$ cat src/verilog/ccut_timer_regs.svh
// register offsets, field positions, reset values and timing counts of the ccu time bases
`ifndef CCUT_TIMER_REGS_SVH
`define CCUT_TIMER_REGS_SVH

`define CCUT_ADDR_GP_CTRL      8'hc8
`define CCUT_ADDR_IRQ_REQ      8'hc0
`define CCUT_ADDR_IRQ_EN1      8'hb8
`define CCUT_ADDR_RC_LOW       8'hca
`define CCUT_ADDR_RC_HIGH      8'hcb
`define CCUT_ADDR_GP_CNT_LOW   8'hcc
`define CCUT_ADDR_GP_CNT_HIGH  8'hcd
`define CCUT_ADDR_FT_RELOAD_LO 8'hde
`define CCUT_ADDR_FT_RELOAD_HI 8'hdf
`define CCUT_ADDR_FT_CTRL      8'he1
`define CCUT_ADDR_FT_CNT_LOW   8'he2
`define CCUT_ADDR_FT_CNT_HIGH  8'he3

// gp timer control fields
`define CCUT_GC_INSEL_LO   0
`define CCUT_GC_INSEL_HI   1
`define CCUT_GC_CMPMODE    2
`define CCUT_GC_RLD_LO     3
`define CCUT_GC_RLD_HI     4
`define CCUT_GC_PRESCALE   7
// irq request and enable fields
`define CCUT_IR_EXT_RELOAD 7
`define CCUT_IR_OVERFLOW   6
`define CCUT_IE_EXT_RLD_EN 7
`define CCUT_IE_GP_IRQ_EN  1
`define CCUT_IE_FT_IRQ_EN  0
// fast timer control fields
`define CCUT_FC_OVERFLOW   3
`define CCUT_FC_GP_PS_EXT  7

`define CCUT_GP_CTRL_RESET 8'h00
`define CCUT_FT_CTRL_RESET 8'h00
`define CCUT_IRQ_RESET     8'h00

// machine cycle = 12 oscillator periods; one clk_sys period = one oscillator period
`define CCUT_MACHINE_CYCLE 4'd12

`endif

$ cat src/verilog/ccut_pkg.sv
// types shared by the ccu time base modules
package ccut_pkg;

  typedef enum logic [1:0] {
    CCUT_IN_STOP  = 2'b00,
    CCUT_IN_TIMER = 2'b01,
    CCUT_IN_COUNT = 2'b10,
    CCUT_IN_GATED = 2'b11
  } ccut_insel_t;

  typedef enum logic [1:0] {
    CCUT_FT_IDLE = 2'b00,
    CCUT_FT_LOAD = 2'b01,
    CCUT_FT_RUN  = 2'b11
  } ccut_ft_state_t;

endpackage : ccut_pkg

$ cat src/verilog/ccut_edge_sampler.sv
// two-flop synchroniser plus once-per-machine-cycle sampler with falling-edge detect
`timescale 1ns/100ps
module ccut_edge_sampler (
  // clock and reset
  input  wire logic clk_sys,
  input  wire logic srst,
  // pin and sample strobe
  input  wire logic pinIn,
  input  wire logic sampleEn,
  // results
  output logic      level,
  output logic      fallSeen
);

  logic syncA_q;
  logic syncB_q;
  logic prev_q;

  always_ff @(posedge clk_sys) begin
    if (srst) begin
      syncA_q <= 1'b0;
      syncB_q <= 1'b0;
    end else begin
      syncA_q <= pinIn;
      syncB_q <= syncA_q;
    end
  end

  // one sample per machine cycle, so high then low on consecutive samples is an edge
  always_ff @(posedge clk_sys) begin
    if (srst) begin
      level    <= 1'b0;
      prev_q   <= 1'b0;
      fallSeen <= 1'b0;
    end else begin
      fallSeen <= 1'b0;
      if (sampleEn) begin
        prev_q   <= syncB_q;
        level    <= syncB_q;
        fallSeen <= prev_q & ~syncB_q;
      end
    end
  end

endmodule : ccut_edge_sampler

$ cat src/verilog/ccut_fast_prescaler.sv
// binary prescaler for the fast compare timer: oscillator divided by 2 up to 256
`timescale 1ns/100ps
module ccut_fast_prescaler (
  // clock and reset
  input  wire logic       clk_sys,
  input  wire logic       srst,
  // control
  input  wire logic       restart,
  input  wire logic [2:0] divSel,
  // tick
  output logic            tick
);

  logic [7:0] div_q;
  logic [7:0] mask;

  // 000 -> /2 uses bit 0 only, 111 -> /256 uses all eight bits
  assign mask = 8'hff >> (3'h7 - divSel);

  always_ff @(posedge clk_sys) begin
    if (srst || restart) begin
      div_q <= 8'h00;
      tick  <= 1'b0;
    end else begin
      div_q <= div_q + 8'h01;
      tick  <= ((div_q & mask) == mask);
    end
  end

endmodule : ccut_fast_prescaler

$ cat src/verilog/ccut_timer_top.sv
// general timer and fast compare timer of the compare/capture unit with register port
//
// The plain strobed port is this design's own decision.
`timescale 1ns/100ps
`include "ccut_timer_regs.svh"

// How it works
// RULE1 - timer mode counts each machine cycle, or every second one when prescaled
// RULE2 - gated mode counts only while the sampled gate pin is high
// RULE3 - counter mode increments one cycle after a sampled high-to-low on the pin
// RULE4 - external count source holds each level at least one machine cycle
// RULE5 - software keeps both prescale bits zero in counter mode
// RULE6 - rollover from all ones sets the overflow flag at bit 6 of irq request
// RULE7 - software clears overflow flag and checks which flag raised the shared vector
// RULE8 - input select: 00 stop, 01 timer, 10 counter, 11 gated timer
// RULE9 - reload select: upper bit 0 off, 10 on overflow, 11 on trigger falling edge
// RULE10 - overflow reload loads the reload/compare value in the flag-setting cycle
// RULE11 - trigger edge reloads count and sets ext-reload flag when enabled
// RULE12 - ext-reload flag set raises the timer interrupt when enabled
// RULE13 - trigger pin sampled per machine cycle, reload the cycle after the edge
// RULE14 - compare mode bit selects compare mode 1 when set, mode 0 when clear
// RULE15 - fast compare outputs run mode 0: overflow drives low, match drives high
// RULE16 - fast timer clock is oscillator over 2 to 256, binary coded field
// RULE17 - fast control register writable any time, resets to 00 hex
// RULE18 - fast timer runs free and reloads from its reload register on overflow
// RULE19 - first write to low reload byte starts the fast timer
// RULE20 - low reload byte write while running reloads the count next cycle
// RULE21 - software writes high reload byte before low byte
// RULE22 - fast overflow flag raises an interrupt when its enable is set
// RULE23 - fast overflow flag sets on rollover from all ones to the reload value
// RULE24 - input select 00 holds the count apart from writes and trigger reloads
module ccut_timer_top
  import ccut_pkg::*;
(
  // clock and reset
  input  wire logic        clk_sys,
  input  wire logic        srst,
  // register port
  input  wire logic [7:0]  regAddr,
  input  wire logic [7:0]  regWdata,
  input  wire logic        regWr,
  input  wire logic        regRd,
  output logic      [7:0]  regRdata,
  // pins
  input  wire logic        gpTimerExtCountGatePin,
  input  wire logic        reloadTriggerPin,
  // fast compare match and output level
  input  wire logic        fastCompareMatch,
  output logic             fastCompareOut,
  // status to the rest of the unit
  output logic             gpTimerIrq,
  output logic             fastTimerIrq,
  output logic             compareModeOne,
  output logic [15:0]      gpTimerCount,
  output logic [15:0]      fastTimerCount
);

  // registers
  logic [7:0]     gpCtrl_q;
  logic [7:0]     irqEn_q;
  logic           ovfFlag_q;
  logic           extFlag_q;
  logic [15:0]    reloadCompare_q;
  logic [15:0]    gpCnt_q;
  logic [7:0]     ftCtrl_q;
  logic           ftOvf_q;
  logic [15:0]    ftReload_q;
  logic [15:0]    ftCnt_q;
  ccut_ft_state_t ftState_q;
  logic [3:0]     mcDiv_q;
  logic           prescPhase_q;

  // decoded controls
  ccut_insel_t inSel;
  logic        gpPrescale;
  logic        rldOn;
  logic        rldExt;
  logic        mcTick;
  logic        gateLevel;
  logic        countFall;
  logic        trigFall;
  logic        gpInc;
  logic        gpRoll;
  logic        ftTick;
  logic        ftRoll;
  logic        wrLowReload;
  logic        extReload;

  assign inSel       = ccut_insel_t'({gpCtrl_q[`CCUT_GC_INSEL_HI], gpCtrl_q[`CCUT_GC_INSEL_LO]}); // RULE8
  // either prescale select doubles the timer period
  assign gpPrescale  = gpCtrl_q[`CCUT_GC_PRESCALE] | ftCtrl_q[`CCUT_FC_GP_PS_EXT];
  assign rldOn       = gpCtrl_q[`CCUT_GC_RLD_HI]; // RULE9
  assign rldExt      = gpCtrl_q[`CCUT_GC_RLD_LO]; // RULE9
  // pins are sampled on this strobe too, so gate, count and trigger share one phase
  assign mcTick      = (mcDiv_q == `CCUT_MACHINE_CYCLE - 4'd1);
  assign wrLowReload = regWr && (regAddr == `CCUT_ADDR_FT_RELOAD_LO);

  // machine cycle strobe: one clock in twelve
  always_ff @(posedge clk_sys) begin
    if (srst) begin
      mcDiv_q <= 4'h0;
    end else begin
      mcDiv_q <= mcTick ? 4'h0 : mcDiv_q + 4'h1;
    end
  end

  // half-rate phase for the 2:1 prescaler, advanced once per machine cycle
  always_ff @(posedge clk_sys) begin
    if (srst) begin
      prescPhase_q <= 1'b0;
    end else if (mcTick) begin
      prescPhase_q <= ~prescPhase_q;
    end
  end

  ccut_edge_sampler uCountPin (
    .clk_sys  (clk_sys),
    .srst     (srst),
    .pinIn    (gpTimerExtCountGatePin),
    .sampleEn (mcTick),
    .level    (gateLevel),
    .fallSeen (countFall)
  );

  ccut_edge_sampler uTrigPin (
    .clk_sys  (clk_sys),
    .srst     (srst),
    .pinIn    (reloadTriggerPin),
    .sampleEn (mcTick),
    .level    (),
    .fallSeen (trigFall) // RULE13
  );

  // increment decision per input selection
  always_comb begin
    gpInc = 1'b0;
    unique case (inSel)
      CCUT_IN_STOP:  gpInc = 1'b0; // RULE24
      CCUT_IN_TIMER: gpInc = mcTick && (!gpPrescale || prescPhase_q); // RULE1
      CCUT_IN_COUNT: gpInc = countFall; // RULE3
      CCUT_IN_GATED: gpInc = mcTick && gateLevel && (!gpPrescale || prescPhase_q); // RULE2
    endcase
  end

  assign gpRoll    = gpInc && (gpCnt_q == 16'hffff);
  // edge pulse arrives the cycle after the low sample, so reload lands then
  assign extReload = rldOn && rldExt && trigFall; // RULE11 RULE13

  // general timer count
  // byte writes lose to reloads; an increment landing with a write is dropped
  always_ff @(posedge clk_sys) begin
    if (srst) begin
      gpCnt_q <= 16'h0000;
    end else if (extReload) begin
      gpCnt_q <= reloadCompare_q; // RULE11
    end else if (gpRoll && rldOn && !rldExt) begin
      gpCnt_q <= reloadCompare_q; // RULE10
    end else if (regWr && regAddr == `CCUT_ADDR_GP_CNT_LOW) begin
      gpCnt_q[7:0] <= regWdata;
    end else if (regWr && regAddr == `CCUT_ADDR_GP_CNT_HIGH) begin
      gpCnt_q[15:8] <= regWdata;
    end else if (gpInc) begin
      gpCnt_q <= gpCnt_q + 16'h0001;
    end
  end

  // overflow flag: hardware set wins over a software clear in the same cycle
  always_ff @(posedge clk_sys) begin
    if (srst) begin
      ovfFlag_q <= 1'b0;
    end else if (gpRoll) begin
      ovfFlag_q <= 1'b1; // RULE6
    end else if (regWr && regAddr == `CCUT_ADDR_IRQ_REQ) begin
      ovfFlag_q <= regWdata[`CCUT_IR_OVERFLOW]; // RULE7
    end
  end

  // ext-reload flag: the enable gates only the flag, the reload always happens
  always_ff @(posedge clk_sys) begin
    if (srst) begin
      extFlag_q <= 1'b0;
    end else if (extReload && irqEn_q[`CCUT_IE_EXT_RLD_EN]) begin
      extFlag_q <= 1'b1; // RULE11
    end else if (regWr && regAddr == `CCUT_ADDR_IRQ_REQ) begin
      extFlag_q <= regWdata[`CCUT_IR_EXT_RELOAD];
    end
  end

  // control and enable registers
  always_ff @(posedge clk_sys) begin
    if (srst) begin
      gpCtrl_q <= `CCUT_GP_CTRL_RESET;
      irqEn_q  <= `CCUT_IRQ_RESET;
    end else if (regWr && regAddr == `CCUT_ADDR_GP_CTRL) begin
      gpCtrl_q <= regWdata;
    end else if (regWr && regAddr == `CCUT_ADDR_IRQ_EN1) begin
      irqEn_q <= regWdata;
    end
  end

  // reload/compare pair, one byte per write
  always_ff @(posedge clk_sys) begin
    if (srst) begin
      reloadCompare_q <= 16'h0000;
    end else if (regWr && regAddr == `CCUT_ADDR_RC_LOW) begin
      reloadCompare_q[7:0] <= regWdata;
    end else if (regWr && regAddr == `CCUT_ADDR_RC_HIGH) begin
      reloadCompare_q[15:8] <= regWdata;
    end
  end

  // fast reload pair; the low byte write also restarts the fast timer
  always_ff @(posedge clk_sys) begin
    if (srst) begin
      ftReload_q <= 16'h0000;
    end else if (wrLowReload) begin
      ftReload_q[7:0] <= regWdata;
    end else if (regWr && regAddr == `CCUT_ADDR_FT_RELOAD_HI) begin
      ftReload_q[15:8] <= regWdata; // RULE21
    end
  end

  // fast timer control: writable at any time, overflow flag kept apart
  always_ff @(posedge clk_sys) begin
    if (srst) begin
      ftCtrl_q <= `CCUT_FT_CTRL_RESET; // RULE17
    end else if (regWr && regAddr == `CCUT_ADDR_FT_CTRL) begin
      ftCtrl_q <= regWdata; // RULE17
    end
  end

  // held in reset outside run, so the first tick after a load is a full period
  ccut_fast_prescaler uFastPresc (
    .clk_sys (clk_sys),
    .srst    (srst),
    .restart (ftState_q != CCUT_FT_RUN),
    .divSel  (ftCtrl_q[2:0]), // RULE16
    .tick    (ftTick)
  );

  // judged on the live count, so reload, flag and output low share one edge
  assign ftRoll = (ftState_q == CCUT_FT_RUN) && ftTick && (ftCnt_q == 16'hffff);

  // fast timer: idle until the low reload byte is written, then loads and runs
  always_ff @(posedge clk_sys) begin
    if (srst) begin
      ftState_q <= CCUT_FT_IDLE;
      ftCnt_q   <= 16'h0000;
    end else begin
      unique case (ftState_q)
        CCUT_FT_IDLE: begin
          if (wrLowReload) begin
            ftState_q <= CCUT_FT_LOAD; // RULE19
          end
        end
        CCUT_FT_RUN: begin
          if (wrLowReload) begin
            ftState_q <= CCUT_FT_LOAD; // RULE20
          end else if (ftRoll) begin
            ftCnt_q <= ftReload_q; // RULE18
          end else if (ftTick) begin
            ftCnt_q <= ftCnt_q + 16'h0001;
          end
        end
        CCUT_FT_LOAD: begin
          ftCnt_q   <= ftReload_q; // RULE20
          // back-to-back low byte writes keep reloading
          ftState_q <= wrLowReload ? CCUT_FT_LOAD : CCUT_FT_RUN;
        end
        default: ftState_q <= CCUT_FT_IDLE;
      endcase
    end
  end

  // fast overflow flag; set wins over a clear by writing 0
  always_ff @(posedge clk_sys) begin
    if (srst) begin
      ftOvf_q <= 1'b0;
    end else if (ftRoll) begin
      ftOvf_q <= 1'b1; // RULE23
    end else if (regWr && regAddr == `CCUT_ADDR_FT_CTRL) begin
      ftOvf_q <= regWdata[`CCUT_FC_OVERFLOW];
    end
  end

  // compare mode 0 output for registers on the fast timer
  always_ff @(posedge clk_sys) begin
    if (srst) begin
      fastCompareOut <= 1'b0;
    end else if (ftRoll) begin
      fastCompareOut <= 1'b0; // RULE15
    end else if (fastCompareMatch) begin
      fastCompareOut <= 1'b1; // RULE15
    end
  end

  // interrupt lines and compare mode, registered so every output is a flop
  always_ff @(posedge clk_sys) begin
    if (srst) begin
      gpTimerIrq     <= 1'b0;
      fastTimerIrq   <= 1'b0;
      compareModeOne <= 1'b0;
    end else begin
      gpTimerIrq     <= irqEn_q[`CCUT_IE_GP_IRQ_EN] && (ovfFlag_q || extFlag_q); // RULE6 RULE12
      fastTimerIrq   <= irqEn_q[`CCUT_IE_FT_IRQ_EN] && ftOvf_q; // RULE22
      compareModeOne <= gpCtrl_q[`CCUT_GC_CMPMODE]; // RULE14
    end
  end

  // count copies lag the live counts by one cycle
  always_ff @(posedge clk_sys) begin
    if (srst) begin
      gpTimerCount   <= 16'h0000;
      fastTimerCount <= 16'h0000;
    end else begin
      gpTimerCount   <= gpCnt_q;
      fastTimerCount <= ftCnt_q;
    end
  end

  // read data one cycle after the strobe; unmapped reads give zero
  always_ff @(posedge clk_sys) begin
    if (srst) begin
      regRdata <= 8'h00;
    end else if (regRd) begin
      unique case (regAddr)
        `CCUT_ADDR_GP_CTRL:      regRdata <= gpCtrl_q;
        `CCUT_ADDR_IRQ_REQ:      regRdata <= {extFlag_q, ovfFlag_q, 6'h00};
        `CCUT_ADDR_IRQ_EN1:      regRdata <= irqEn_q;
        `CCUT_ADDR_RC_LOW:       regRdata <= reloadCompare_q[7:0];
        `CCUT_ADDR_RC_HIGH:      regRdata <= reloadCompare_q[15:8];
        `CCUT_ADDR_GP_CNT_LOW:   regRdata <= gpCnt_q[7:0];
        `CCUT_ADDR_GP_CNT_HIGH:  regRdata <= gpCnt_q[15:8];
        `CCUT_ADDR_FT_RELOAD_LO: regRdata <= ftReload_q[7:0];
        `CCUT_ADDR_FT_RELOAD_HI: regRdata <= ftReload_q[15:8];
        `CCUT_ADDR_FT_CTRL:      regRdata <= {ftCtrl_q[7:4], ftOvf_q, ftCtrl_q[2:0]};
        `CCUT_ADDR_FT_CNT_LOW:   regRdata <= ftCnt_q[7:0];
        `CCUT_ADDR_FT_CNT_HIGH:  regRdata <= ftCnt_q[15:8];
        default:                 regRdata <= 8'h00;
      endcase
    end else begin
      regRdata <= 8'h00;
    end
  end

endmodule : ccut_timer_top

$ cat config.mk
export PLATFORM = sky130hd
export DESIGN_NAME = ccut_timer_top
export DESIGN_NICKNAME = d
export VERILOG_FILES = /design/src/verilog/ccut_pkg.sv /design/src/verilog/ccut_edge_sampler.sv /design/src/verilog/ccut_fast_prescaler.sv /design/src/verilog/ccut_timer_top.sv
export VERILOG_INCLUDE_DIRS = /design/src /design/src/verilog
export SDC_FILE = /design/constraint.sdc
export NUM_CORES = 1
export LEC_CHECK = 0
export BUFFER_PORTS_ARGS = -buffer_cell sky130_fd_sc_hd__clkbuf_2
export CORE_ASPECT_RATIO = 1.25
export CORE_UTILIZATION = 59
export DETAILED_ROUTE_END_ITERATION = 10
export PLACE_DENSITY = 0.84
export SYNTH_ARGS = -nofsm -noshare
export SYNTH_HDL_FRONTEND = slang
export SYNTH_SLANG_ARGS = --single-unit
$ cat constraint.sdc
create_clock -name clk_sys -period 2.29 [get_ports clk_sys]
set_input_delay 0.229 -clock clk_sys [delete_from_list [all_inputs] [get_ports clk_sys]]
set_output_delay 0.229 -clock clk_sys [all_outputs]
set_load 0.02 [all_outputs]
==> out/metrics.cfg <==
[worst_setup_path]
worstSetupEndpointType = flop
worstSetupPathType = reg2reg
start_kind = flop
arrival_ns = 2.49
rr_worst_depth = 7
ff2ff_setup_slack_ns = 0.13
cp.buffers_inverters = 0
critPathCapture = gpCnt_q[4]
cp_top_family = compound AO/OA/AOI/OAI gates
critPathLaunch = gpCnt_q[0]
cp.depth = 7
worstPathRequired_ns = 2.62
worstPathMaxFanout = 16
worstReg2RegStart = gpCnt_q[0]
cpPeakStageDelay_ns = 0.40
slowest_stage = nor4_4
path_cells = ha_1 -> nand4_1 -> nor4_4 -> o211a_1 -> o32a_4 -> nor2_1 -> a311oi_1
regToRegEndpoint = gpCnt_q[4]

[floorplanning]
dieWidth_um = 102.3
die_h_um = 127.4
ios = 67
die-area_um2 = 13040
core_area_um2 = 12220
row_count = 45
floorplan.initialDensity = 0.6078

[route]
num_vias = 6982
drt-vias-per-instance = 6.296
firstDrtPassIters = 7
drcViolationCount = 0
drt_wl_total_um = 21410
drtIter0Drc = 648
routedWlPerCell_um = 19.31
detail-route-antenna-nets = 0

[global_route]
busiest_layer = met2
grtUsageTotal = 0.3477
grt.overflow.total = 0
first_global_vias = 6569
antenna_found_initial = 0
grt_use_met3 = 0.06783
grt_pass1_wl_um = 34290
grt_start_max_net_pins = 45
grt_util_met1 = 0.4037
grtUsageMet2 = 0.5547

[power]
power.density_nw_per_um2 = 722.4
fin_total_pwr_mw = 6.313
peakVddDrop_v = 0.0004593
p_leak_nw = 3.307

[final_layout]
syn_to_final_growth_pct = 17.69
nets = 962
design_area_um2 = 8740
diodes = 0
fillers = 957
drive_gt1_frac = 0.1884
multi_input_area_um2 = 3919
seq_area_um2 = 3164

[clock_tree]
clkTransAtPathRegs_ns = 0.06
cts_buffers = 17
htreeDepth = 4
root_buffer = clkbuf_16
holdBufCountCts = 0
cts_tree = done
ctsResizeCount = 0
clkLatencyLatePin_ns = 0.43
clockBufferDepth = 2
clock-sinks = 158
postCtsSetupBuffers = 0

[synthesis]
yosys_register_bits = 158
yosys_warnings = 0
synthArstFlopShare = 0
synth.distinct_cells = 75
synth_seq_area_share = 0.4259
netlist_area_um2 = 7426
synth_nets = 885
synth_edf_count = 0
synthFlopType = dfxtp_1
avgSynthCellArea_um2 = 8.685
synth_cells = 855

[timing]
slew_headroom = 0.5585
skew_ns = 0.006077
fmax_mhz = 462.1
post-route-min-period_ns = 2.164
fin_crit_sh = 0.9450
finalSetupViolations = 0
drv_slew = 0
worstMarginPinSlew_ns = 0.6572
rsz0062_at_grt = no
totalNegativeSetupSlack_ns = 0
final_hold_viol_count = 0

[job]
maxCapViolations = 0

[placed_design]
portBuffers = 66
dp_hpwl_um = 15020
gp_congestion = 0.9614
placed_area_um2 = 8122

[worst_hold_path]
worstHoldPathType = in2reg

[outcome]
status = finished, final reports clean

## area by class of cell
type | count | share of cell area
Sequential cell | 158 | 0.3621
Clock buffer | 21 | 0.05497
Timing Repair Buffer | 118 | 0.08704
Multi-Input combinational cell | 616 | 0.4484
Tap cell | 164 | 0.02348
Clock inverter | 11 | 0.01503
Inverter | 21 | 0.009019
## kinds of logic after synthesis
family / Yosys count / synth area share
mux: 61 / 0.08492
simple gates: 351 / 0.2383
compound gates: 178 / 0.1697
fa+ha+maj: 7 / 0.01179
xor+xnor: 19 / 0.02241
buf+inv: 81 / 0.04701
flops: 158 / 0.4259
## layout by cell type, fill, tap and decap left out, drive strengths merged, types with 8 or more instances in the layout
master  Yosys  layout
xnor2       9       9
o211ai     15      15
a22oi      11      11
and3       10      10
nor2b      28      28
nor2      106     106
clkbuf     33      86
o32ai       8       8
dfxtp     158     158
o21ai      25      25
mux2i      54      54
xor2       10      10
nand4      13      13
nand3      41      41
buf        27      53
inv        21      23
nor3       19      19
nand2      93      93
a311oi     14      14
a21oi      56      56
## metrics by stage
stage,hold slack (ns),cells,utilization,setup slack (ns)
floorplan,0.3572,855,-,0.2257
global placement,0.4121,1077,0.6647,0.1617
detailed placement,0.4157,1077,0.6647,0.1179
CTS,0.006299,1109,0.7148,0.09944
global route,0.003602,1109,0.7153,0.0004272
finish,0.008405,1109,0.7153,0.1259
## synth_stat cells, types with 12 or more instances
library cell | instances | area [µm²]
dfxtp_1 | 158 | 3163
nor2_1 | 103 | 386.6
nand2_1 | 92 | 345.3
a21oi_1 | 56 | 280.3
mux2i_1 | 54 | 540.5
nand3_1 | 41 | 205.2
clkbuf_1 | 33 | 123.9
nor2b_1 | 28 | 175.2
o21ai_0 | 23 | 115.1
inv_1 | 21 | 78.83
buf_2 | 18 | 90.09
nor3_1 | 17 | 85.08
o211ai_1 | 14 | 105.1
a311oi_1 | 12 | 105.1
## how the worst min path moves through the flow
stage                      startpoint           endpoint  slack, ns  cells after the start
6_report       gpTimerExtCountGatePin  uCountPin.syncA_q      0.008                      2
5_1_grt        gpTimerExtCountGatePin  uCountPin.syncA_q      0.004                      2
4_1_cts        gpTimerExtCountGatePin  uCountPin.syncA_q      0.006                      2
3_5_place_dp         uTrigPin.syncB_q  uTrigPin.fallSeen       0.42                      1
3_3_place_gp         uTrigPin.syncB_q  uTrigPin.fallSeen       0.41                      1
2_1_floorplan  gpTimerExtCountGatePin  uCountPin.syncA_q       0.36                      1
## metal layers
metal / wire (µm) / up-vias
li1: - / 3218
met1: 8061 / 3211
met2: 9897 / 415
met3: 1602 / 138
met4: 1851 / 0
met5: 0 / -
## worst reg2reg max path, stage by stage, from the launching register on
cell and delay, ns:
dfxtp_2 0.38, ha_1 0.18, nand4_1 0.21, nor4_4 0.40, o211a_1 0.27, o32a_4 0.29
nor2_1 0.08, a311oi_1 0.26
## state kept, by name, indices dropped and copies added (netlist names), 2 cells and up
register	flops
fastTimerCount	16
ftCnt_q	16
ftCtrl_q	7
ftReload_q	16
ftState_q	2
gpCnt_q	16
gpCtrl_q	8
gpTimerCount	16
irqEn_q	8
mcDiv_q	4
regRdata	8
reloadCompare_q	16
uFastPresc.div_q	8
## where the power goes
| group | total (mW) | internal, mW | switching [mW] |
|---|---|---|---|
| combinational | 0.618 | 0.205 | 0.414 |
| clock | 2.88 | 1.73 | 1.15 |
| sequential | 2.81 | 2.79 | 0.0236 |
(Power assumes the default switching activity.)
